==> config.mk <==
export PLATFORM = sky130hd
export DESIGN_NAME = sfs_supervisor
export DESIGN_NICKNAME = d
export VERILOG_FILES = /design/src/inc/sfs_pkg.sv /design/src/core/sfs_supervisor.sv
export SDC_FILE = /design/constraint.sdc
export NUM_CORES = 1
export LEC_CHECK = 0
export ABC_CLOCK_PERIOD_IN_PS = 4800
export BUFFER_PORTS_ARGS = -buffer_cell sky130_fd_sc_hd__buf_4
export CAP_MARGIN = 30
export CELL_PAD_IN_SITES_DETAIL_PLACEMENT = 0
export CELL_PAD_IN_SITES_GLOBAL_PLACEMENT = 2
export CORE_ASPECT_RATIO = 0.5
export CORE_MARGIN = 10
export CORE_UTILIZATION = 35
export DETAILED_ROUTE_END_ITERATION = 10
export PLACE_DENSITY = 0.84
export SLEW_MARGIN = 20
export SYNTH_ARGS = -nofsm -noshare
export SYNTH_HDL_FRONTEND = slang
export SYNTH_SLANG_ARGS = --single-unit
==> constraint.sdc <==
create_clock -name mclk -period 4.8 [get_ports mclk]
set_clock_uncertainty 0.05 [all_clocks]
set_input_delay 0.72 -clock mclk [delete_from_list [all_inputs] [get_ports mclk]]
set_output_delay 0.72 -clock mclk [all_outputs]
set_load 0.03 [all_outputs]
==> src/inc/sfs_pkg.sv <==
// Constants shared by the supply fault supervisor
//
// What this block does
// - Holdoff time programmable from zero to 32 s in 32 ms steps.
// - Holdoff time is 512 ms after power-on, 500 ms rounded up to 16 whole ticks.
// - Voltage, current, rearm, apply or output-on commands start holdoff.
// - Running holdoff keeps voltage, current and trip conditions from faulting.
// - Holdoff readback query returns the programmed holdoff time.
// - A programming mistake lights the error lamp and sets both mistake bits.
// - A suppressed mistake bit stays clear in the registers on a mistake.
// - After a mistake the rest of the command line is discarded.
// - Last-mistake query returns the newest mistake number, zero if none.
// - Last-mistake query clears the sticky mistake bit.
// - A fault on a condition sets its event register bit.
// - Suppressed event bits are never set.
// - Any set event bit drives the user event line.
// - Event query returns the sum of weights of set bits.
// - Event query clears the event bits and the user event line.
// - Trip mode accepts 0 off, 1 voltage trip, 2 current trip.
// - Entering the selected trip condition disables the output.
// - Tripped output stays off until the rearm command re-enables it.
// - Trip mode 1 disables the output on entering voltage regulation.
// - Trip mode is off after power-on.
// - Sticky status bit sets if its live bit was one since last read.

`default_nettype none

package sfs_pkg;

  // ----------------------------------------------------------------------
  // Timing
  // ----------------------------------------------------------------------
  localparam int CLK_HZ          = 40_000_000;
  localparam int CLK_KHZ         = CLK_HZ / 1000;
  localparam int TICK_MS         = 32;
  localparam int TICK_CYCLES_DEF = CLK_KHZ * TICK_MS;
  localparam int PRESC_W         = 21;
  localparam int TICK_SHIFT      = 5;
  localparam int HOLD_W          = 10;
  localparam int MS_W            = 16;
  localparam logic [MS_W-1:0]   HOLDOFF_MAX_MS  = 16'h7D00;
  localparam int                HOLDOFF_DEF_MS  = 500;
  localparam logic [HOLD_W-1:0] HOLDOFF_RST_TICKS =
    HOLD_W'((HOLDOFF_DEF_MS + TICK_MS - 1) / TICK_MS);

  // ----------------------------------------------------------------------
  // Trip modes
  // ----------------------------------------------------------------------
  localparam logic [1:0] TRIP_OFF = 2'h0;
  localparam logic [1:0] TRIP_VOLT = 2'h1;
  localparam logic [1:0] TRIP_CURR = 2'h2;
  localparam logic [1:0] TRIP_BAD = 2'h3;

  // ----------------------------------------------------------------------
  // Event and sticky status bit positions, weight is 2**position
  // ----------------------------------------------------------------------
  localparam int EVT_W   = 4;
  localparam int EVT_VOLT = 0;
  localparam int EVT_CURR = 1;
  localparam int EVT_TRP = 2;
  localparam int EVT_MIS = 3;
  localparam logic [EVT_W-1:0] SUPPRESS_RST = 4'h0;

  // ----------------------------------------------------------------------
  // Mistake numbers raised inside the block, values arbitrary
  // ----------------------------------------------------------------------
  localparam logic [7:0] MISTAKE_NONE  = 8'h00;
  localparam logic [7:0] MISTAKE_RANGE = 8'h03;
  localparam logic [7:0] MISTAKE_MODE  = 8'h04;

  // Output state after reset
  localparam logic OUT_EN_RST = 1'b1;

endpackage

`default_nettype wire

==> src/core/sfs_supervisor.sv <==
// Fault supervisor: holdoff timer, trip control, mistake and event registers
`timescale 1ns/10ps
`default_nettype none

module sfs_supervisor
  import sfs_pkg::*;
#(
  parameter int TICK_CYCLES = TICK_CYCLES_DEF
) (
  input  wire logic              mclk,
  input  wire logic              rst_n,
  input  wire logic              holdoff_set_stb,
  input  wire logic [MS_W-1:0]   holdoff_set_val,
  input  wire logic              holdoff_readback_query,
  input  wire logic              voltage_program_cmd,
  input  wire logic              current_program_cmd,
  input  wire logic              sync_apply_cmd,
  input  wire logic              rearm_cmd,
  input  wire logic              output_on_cmd,
  input  wire logic              output_off_cmd,
  input  wire logic              trip_mode_set_stb,
  input  wire logic [1:0]        trip_mode_val,
  input  wire logic              suppress_set_stb,
  input  wire logic [EVT_W-1:0]  suppress_val,
  input  wire logic              mistake_stb,
  input  wire logic [7:0]        mistake_code,
  input  wire logic              line_end_stb,
  input  wire logic              sticky_status_query,
  input  wire logic              last_mistake_query,
  input  wire logic              event_query,
  input  wire logic              constant_voltage_state,
  input  wire logic              constant_current_state,
  output logic                   resp_valid_ff,
  output logic [MS_W-1:0]        resp_data_ff,
  output logic                   error_led_ff,
  output logic                   user_event_ff,
  output logic                   output_enable_ff,
  output logic                   tripped_ff,
  output logic                   discard_line_ff,
  output logic [1:0]             trip_mode_ff,
  output logic                   holdoff_active_ff
);

  // ----------------------------------------------------------------------
  // Storage
  // ----------------------------------------------------------------------
  logic                volt_meta_ff;
  logic                volt_sync_ff;
  logic                curr_meta_ff;
  logic                curr_sync_ff;
  logic [PRESC_W-1:0]  presc_ff;
  logic [HOLD_W-1:0]   remain_ff;
  logic [HOLD_W-1:0]   holdoff_ticks_ff;
  logic [EVT_W-1:0]    suppress_ff;
  logic [EVT_W-1:0]    event_ff;
  logic [EVT_W-1:0]    sticky_ff;
  logic [7:0]          last_code_ff;

  // ----------------------------------------------------------------------
  // Command gating
  // ----------------------------------------------------------------------
  // Everything after a mistake on the same line is dropped
  wire go           = ~discard_line_ff;
  wire hs_go        = holdoff_set_stb & go;
  wire tm_go        = trip_mode_set_stb & go;
  wire rearm_go     = rearm_cmd & go;
  wire on_go        = output_on_cmd & go;
  wire off_go       = output_off_cmd & go;
  wire ext_mis      = mistake_stb & go;
  wire q_hold       = holdoff_readback_query & go;
  wire q_last       = last_mistake_query & go;
  wire q_event      = event_query & go;
  wire q_sticky     = sticky_status_query & go;
  wire range_bad    = hs_go & (holdoff_set_val > HOLDOFF_MAX_MS);
  wire mode_bad     = tm_go & (trip_mode_val == TRIP_BAD);
  wire hs_ok        = hs_go & ~range_bad;
  wire tm_ok        = tm_go & ~mode_bad;
  wire mistake_evt  = ext_mis | range_bad | mode_bad;
  wire [7:0] mis_num = ext_mis   ? mistake_code  :
                       range_bad ? MISTAKE_RANGE : MISTAKE_MODE;

  // ----------------------------------------------------------------------
  // Holdoff timer
  // ----------------------------------------------------------------------
  // Qualifying commands restart the interval, even mid-interval
  wire restart = go & (voltage_program_cmd | current_program_cmd |
                       sync_apply_cmd | rearm_cmd | output_on_cmd);
  wire tick    = (presc_ff == PRESC_W'(TICK_CYCLES - 1));
  wire run     = (remain_ff != '0);
  wire [PRESC_W-1:0] nxt_presc = (restart | tick) ? '0 :
                                 presc_ff + PRESC_W'(1);
  wire [HOLD_W-1:0]  nxt_remain =
    restart      ? holdoff_ticks_ff :
    (tick & run) ? remain_ff - HOLD_W'(1) : remain_ff;
  // Value in ms, quantised down to whole 32 ms ticks
  wire [HOLD_W-1:0]  set_ticks = HOLD_W'(holdoff_set_val >> TICK_SHIFT);

  // ----------------------------------------------------------------------
  // Trip and faults
  // ----------------------------------------------------------------------
  // Level check after holdoff so brief mode flips during a change are ignored
  wire trip_now = ~run & output_enable_ff &
                  (((trip_mode_ff == TRIP_VOLT) & volt_sync_ff) |
                   ((trip_mode_ff == TRIP_CURR) & curr_sync_ff));
  wire [EVT_W-1:0] fault_raw = {mistake_evt, trip_now,
                                curr_sync_ff & ~run, volt_sync_ff & ~run};
  wire [EVT_W-1:0] evt_set   = fault_raw & ~suppress_ff;
  // Set wins over the query clear in the same cycle
  wire [EVT_W-1:0] nxt_event = (q_event ? '0 : event_ff) | evt_set;
  wire mis_set = mistake_evt & ~suppress_ff[EVT_MIS];
  wire [EVT_W-1:0] live_sts  = {1'b0, tripped_ff, curr_sync_ff, volt_sync_ff};
  wire [EVT_W-1:0] sticky_base = q_sticky ? '0 :
                     (sticky_ff & ~(EVT_W'(q_last) << EVT_MIS));
  wire [EVT_W-1:0] nxt_sticky =
    sticky_base | live_sts | (EVT_W'(mis_set) << EVT_MIS);

  // ----------------------------------------------------------------------
  // Output enable
  // ----------------------------------------------------------------------
  // Trip wins over rearm; output-on cannot override a trip
  wire nxt_tripped = trip_now | (tripped_ff & ~rearm_go);
  wire nxt_out_en  = trip_now ? 1'b0 :
                     rearm_go ? 1'b1 :
                     off_go   ? 1'b0 :
                     on_go    ? ~tripped_ff : output_enable_ff;
  wire nxt_discard = (mistake_evt & ~line_end_stb) |
                     (discard_line_ff & ~line_end_stb);

  // ----------------------------------------------------------------------
  // Query answers, one at a time by fixed priority
  // ----------------------------------------------------------------------
  wire any_query = q_hold | q_last | q_event | q_sticky;
  wire [MS_W-1:0] nxt_resp =
    q_hold  ? {1'b0, holdoff_ticks_ff, 5'h00} :
    q_last  ? {8'h00, last_code_ff} :
    q_event ? MS_W'(event_ff) :
              MS_W'(sticky_ff | live_sts);

  // ----------------------------------------------------------------------
  // Pin synchronisers
  // ----------------------------------------------------------------------
  always_ff @(posedge mclk) begin
    volt_meta_ff <= constant_voltage_state;
    volt_sync_ff <= volt_meta_ff;
    curr_meta_ff <= constant_current_state;
    curr_sync_ff <= curr_meta_ff;
  end

  // ----------------------------------------------------------------------
  // Timer registers
  // ----------------------------------------------------------------------
  always_ff @(posedge mclk) begin
    if (!rst_n) begin
      presc_ff          <= '0;
      remain_ff         <= '0;
      holdoff_active_ff <= 1'b0;
    end else begin
      presc_ff          <= nxt_presc;
      remain_ff         <= nxt_remain;
      holdoff_active_ff <= (nxt_remain != '0);
    end
  end

  // ----------------------------------------------------------------------
  // Settings
  // ----------------------------------------------------------------------
  always_ff @(posedge mclk) begin
    if (!rst_n) begin
      holdoff_ticks_ff <= HOLDOFF_RST_TICKS;
      trip_mode_ff     <= TRIP_OFF;
      suppress_ff      <= SUPPRESS_RST;
    end else begin
      if (hs_ok) holdoff_ticks_ff <= set_ticks;
      if (tm_ok) trip_mode_ff <= trip_mode_val;
      if (suppress_set_stb & go) suppress_ff <= suppress_val;
    end
  end

  // ----------------------------------------------------------------------
  // Fault, mistake and output state
  // ----------------------------------------------------------------------
  always_ff @(posedge mclk) begin
    if (!rst_n) begin
      event_ff         <= '0;
      user_event_ff    <= 1'b0;
      sticky_ff        <= '0;
      last_code_ff     <= MISTAKE_NONE;
      error_led_ff     <= 1'b0;
      discard_line_ff  <= 1'b0;
      tripped_ff       <= 1'b0;
      output_enable_ff <= OUT_EN_RST;
    end else begin
      event_ff         <= nxt_event;
      user_event_ff    <= |nxt_event;
      sticky_ff        <= nxt_sticky;
      if (mistake_evt) last_code_ff <= mis_num;
      // Lamp lights even when the bit is suppressed
      error_led_ff     <= mistake_evt | (error_led_ff & ~q_last);
      discard_line_ff  <= nxt_discard;
      tripped_ff       <= nxt_tripped;
      output_enable_ff <= nxt_out_en;
    end
  end

  // ----------------------------------------------------------------------
  // Answer register
  // ----------------------------------------------------------------------
  always_ff @(posedge mclk) begin
    if (!rst_n) begin
      resp_valid_ff <= 1'b0;
      resp_data_ff  <= '0;
    end else begin
      resp_valid_ff <= any_query;
      if (any_query) resp_data_ff <= nxt_resp;
    end
  end
endmodule

`default_nettype wire

==> flow_summary.yaml <==
outcome:
  status: "completed"
final_layout:
  design_area_um2: 4800
  nets: 553
  diodes: 0
  drive_above_1_share_pct: 21.2
  area_growth_pct: 24.9
yosys:
  ys_ff_latch: 89
  synth_top_area_share_pct: 46.4
  syn-num-nets: 491
  syn_avg_cell_area_um2: 8.76
  yosysTopAreaCell: "dfxtp_1"
  yosys.cell_count.top_type: "dfxtp_1"
  synth_common_cells: "dfxtp_1 (89), nor2_1 (83), nand2_1 (41)"
  synthCells: 439
  yosys-top-cells-area: "dfxtp_1 (46%), nor2_1 (8.1%), nand2_1 (4.0%), xor2_1 (3.6%), mux2i_1 (3.4%)"
  yosysWarnings: 0
  synthFlopType: "dfxtp_1"
  synthArstFlopShare_pct: 0
  seq_area_frac_synth_pct: 46.4
  netlist_area_um2: 3840
  synth-edff-count: 0
  ys_types: 62
pwr:
  p_clk_share_pct: 42.8
  power_w: 0.00176
  pwr-share-seq_pct: 45.2
  powerDensity_nw_per_um2: 367
  p_switching_w: 0.000422
  internal-power_w: 0.00134
  worst_ir_drop_vdd_mv: 0.173
  p_sw_share_pct: 24.0
  comb_power_share_pct: 12.0
  total_leakage_power_nw: 1.95
grt:
  grt_overflow: 0
  grt_pass1_vias: 3155
  grt_pass1_wl_um: 16300
  grtUsageTotal_pct: 12.7
  grt_max_degree: 31
  antenna_found_initial: 0
place:
  dp_hpwl_um: 7240
  place_congestion: 0.769
  port_buffers: 72
  dpl_cell_area_um2: 4470
  place_ws_ps: 1890
timing:
  setup_viol: 0
  period_needed_ps: 2530
  final.setup.tns_ps: 0
  max_slew_margin_pct: 43.5
  fmax_ghz: 0.395
  rsz0062_at_grt: "no"
  tightest_slew_ps: 840
  slew_viol_final: 0
  fin_ws_ps: 2270
  period_share_pct: 52.8
  hold_viol_final: 0
cts:
  cts-root-buf: "clkbuf_16"
  cts_made_buffers: 9
  htreeDepth: 3
  ctsResizeCount: 0
  clk_path_buf_depth: 2
  cts.clk_slew.worst_paths_ps: 60
  ctsHoldBuffers: 0
  clk_latency_ps: 340
  cts.sinks: 89
  cts_tree: "built"
  cts_setup_buffers: 0
routing:
  wl_um: 9750
  via_count: 3140
  ant_nets: 0
  viasPerCell: 4.88
  drt_pass1_iterations: 4
  drt_iter0_markers: 175
  route.detailed.drc: 0
  wire_per_inst_um: 15.1
setup_path:
  path_max_fanout: 12
  cp_slowest_cell: "and3b_1"
  cp_cell_sequence: "buf_4, nor4_1, a21boi_1, o2111ai_1, a211o_1, and3b_1, o21ai_0, a2111o_1"
  worstPathBufferInverterCount: 1
  end_kind: "flip-flop"
  cp-start-kind: "primary input"
  crit_family: "compound AO/OA/AOI/OAI gates"
  slowest_delay_ps: 450
  worst-endpoint-arrival_ps: 2710
  crit_required_ps: 4980
  worstSetupPathType: "primary input to flip-flop"
floorplanning:
  fp.coreArea_um2: 10400
  ios: 74
  die_h_um: 94.1
  initial_utilization_pct: 36.8
  rows: 26
  dieArea_um2: 15800
  dieWidth_um: 168
flow_run:
  max_cap_violations: 0
hold_path:
  min_path_type: "flip-flop to flip-flop"
==> registers in the layout, indices dropped and copies added (netlist names), 2 cells and up <==
register / flops
event_ff: 4
trip_mode_ff: 2
resp_data_ff: 15
remain_ff: 10
last_code_ff: 8
suppress_ff: 4
sticky_ff: 4
holdoff_ticks_ff: 10
presc_ff: 21
==> final timing paths <==
| kind | start | end | slack, ps | cells past startpoint |
|---|---|---|---|---|
| max | holdoff_set_val[5] | user_event_ff | 2270 | 8 |
| min | curr_meta_ff | curr_sync_ff | 280 | 0 |
| max reg2reg | presc_ff[0] | holdoff_active_ff | 2370 | 8 |
| min reg2reg | curr_meta_ff | curr_sync_ff | 280 | 0 |
==> power groups by stage <==
stage	clock, W	sequential, W	combinational, W
floorplan	0	0.000827	0.000118
global placement	0	0.000814	0.000213
detailed placement	0	0.000813	0.000214
CTS	0.000773	0.000797	0.000215
global route	0.000803	0.000801	0.000237
finish	0.000754	0.000796	0.000212
==> routing by layer <==
| layer | vias to the layer above | part of all wire [%] | global-route usage (%) |
|---|---|---|---|
| met1 | 1457 | 46 | 15.3 |
| met4 | 0 | 1.5 | 3.67 |
| met5 | - | 0 | 0 |
| met3 | 12 | 4.2 | 4.14 |
| met2 | 35 | 48 | 21.4 |
| li1 | 1636 | - | - |
==> logic make-up (layout without fill, tap and decap cells) <==
| family | after synthesis | count (layout) | synth area share (%) |
|---|---|---|---|
| DFF | 89 | 89 | 46.4 |
| other | 1 | 1 | 0.0976 |
| adders and majority gates | 3 | 3 | 0.977 |
| muxes | 14 | 14 | 3.78 |
| buffers and inverters | 38 | 103 | 4.30 |
| AOI/OAI and AO/OA | 80 | 80 | 14.5 |
| xor gates and xnor gates | 22 | 22 | 5.01 |
| and+or+nand+nor | 192 | 192 | 25.0 |
==> through the flow <==
| step | util, % | instances | hold slack, ps |
|---|---|---|---|
| final | 46.0 | 644 | 275 |
| after global routing | 46.0 | 644 | 280 |
| after CTS | 45.9 | 643 | 277 |
| after detailed placement | 42.8 | 629 | 262 |
| after global placement | 42.8 | 629 | 264 |
| after floorplan | - | 439 | 260 |
==> area by class of cell <==
| class | count | area (µm²) |
|---|---|---|
| Clock inverter | 3 | 65.1 |
| Inverter | 14 | 52.6 |
| Tap cell | 140 | 175 |
| Clock buffer | 11 | 253 |
| Multi-Input combinational cell | 312 | 1910 |
| Timing Repair Buffer | 75 | 563 |
| Fill cell | 1060 | 5640 |
| Sequential cell | 89 | 1780 |
==> cells in the final DEF, fill, tap and decap left out, drive strengths merged, types with 9 or more instances in the layout <==
cell type / Yosys / routed
nand3: 10 / 10
clkbuf: 15 / 11
a21oi: 14 / 14
mux2i: 13 / 13
xor2: 16 / 16
nor2: 83 / 83
a22oi: 12 / 12
inv: 14 / 14
nand2: 42 / 42
dfxtp: 89 / 89
buf: 9 / 75
nor3: 9 / 9
o21ai: 20 / 20
No activity file was read; power rests on OpenSTA's default activity.
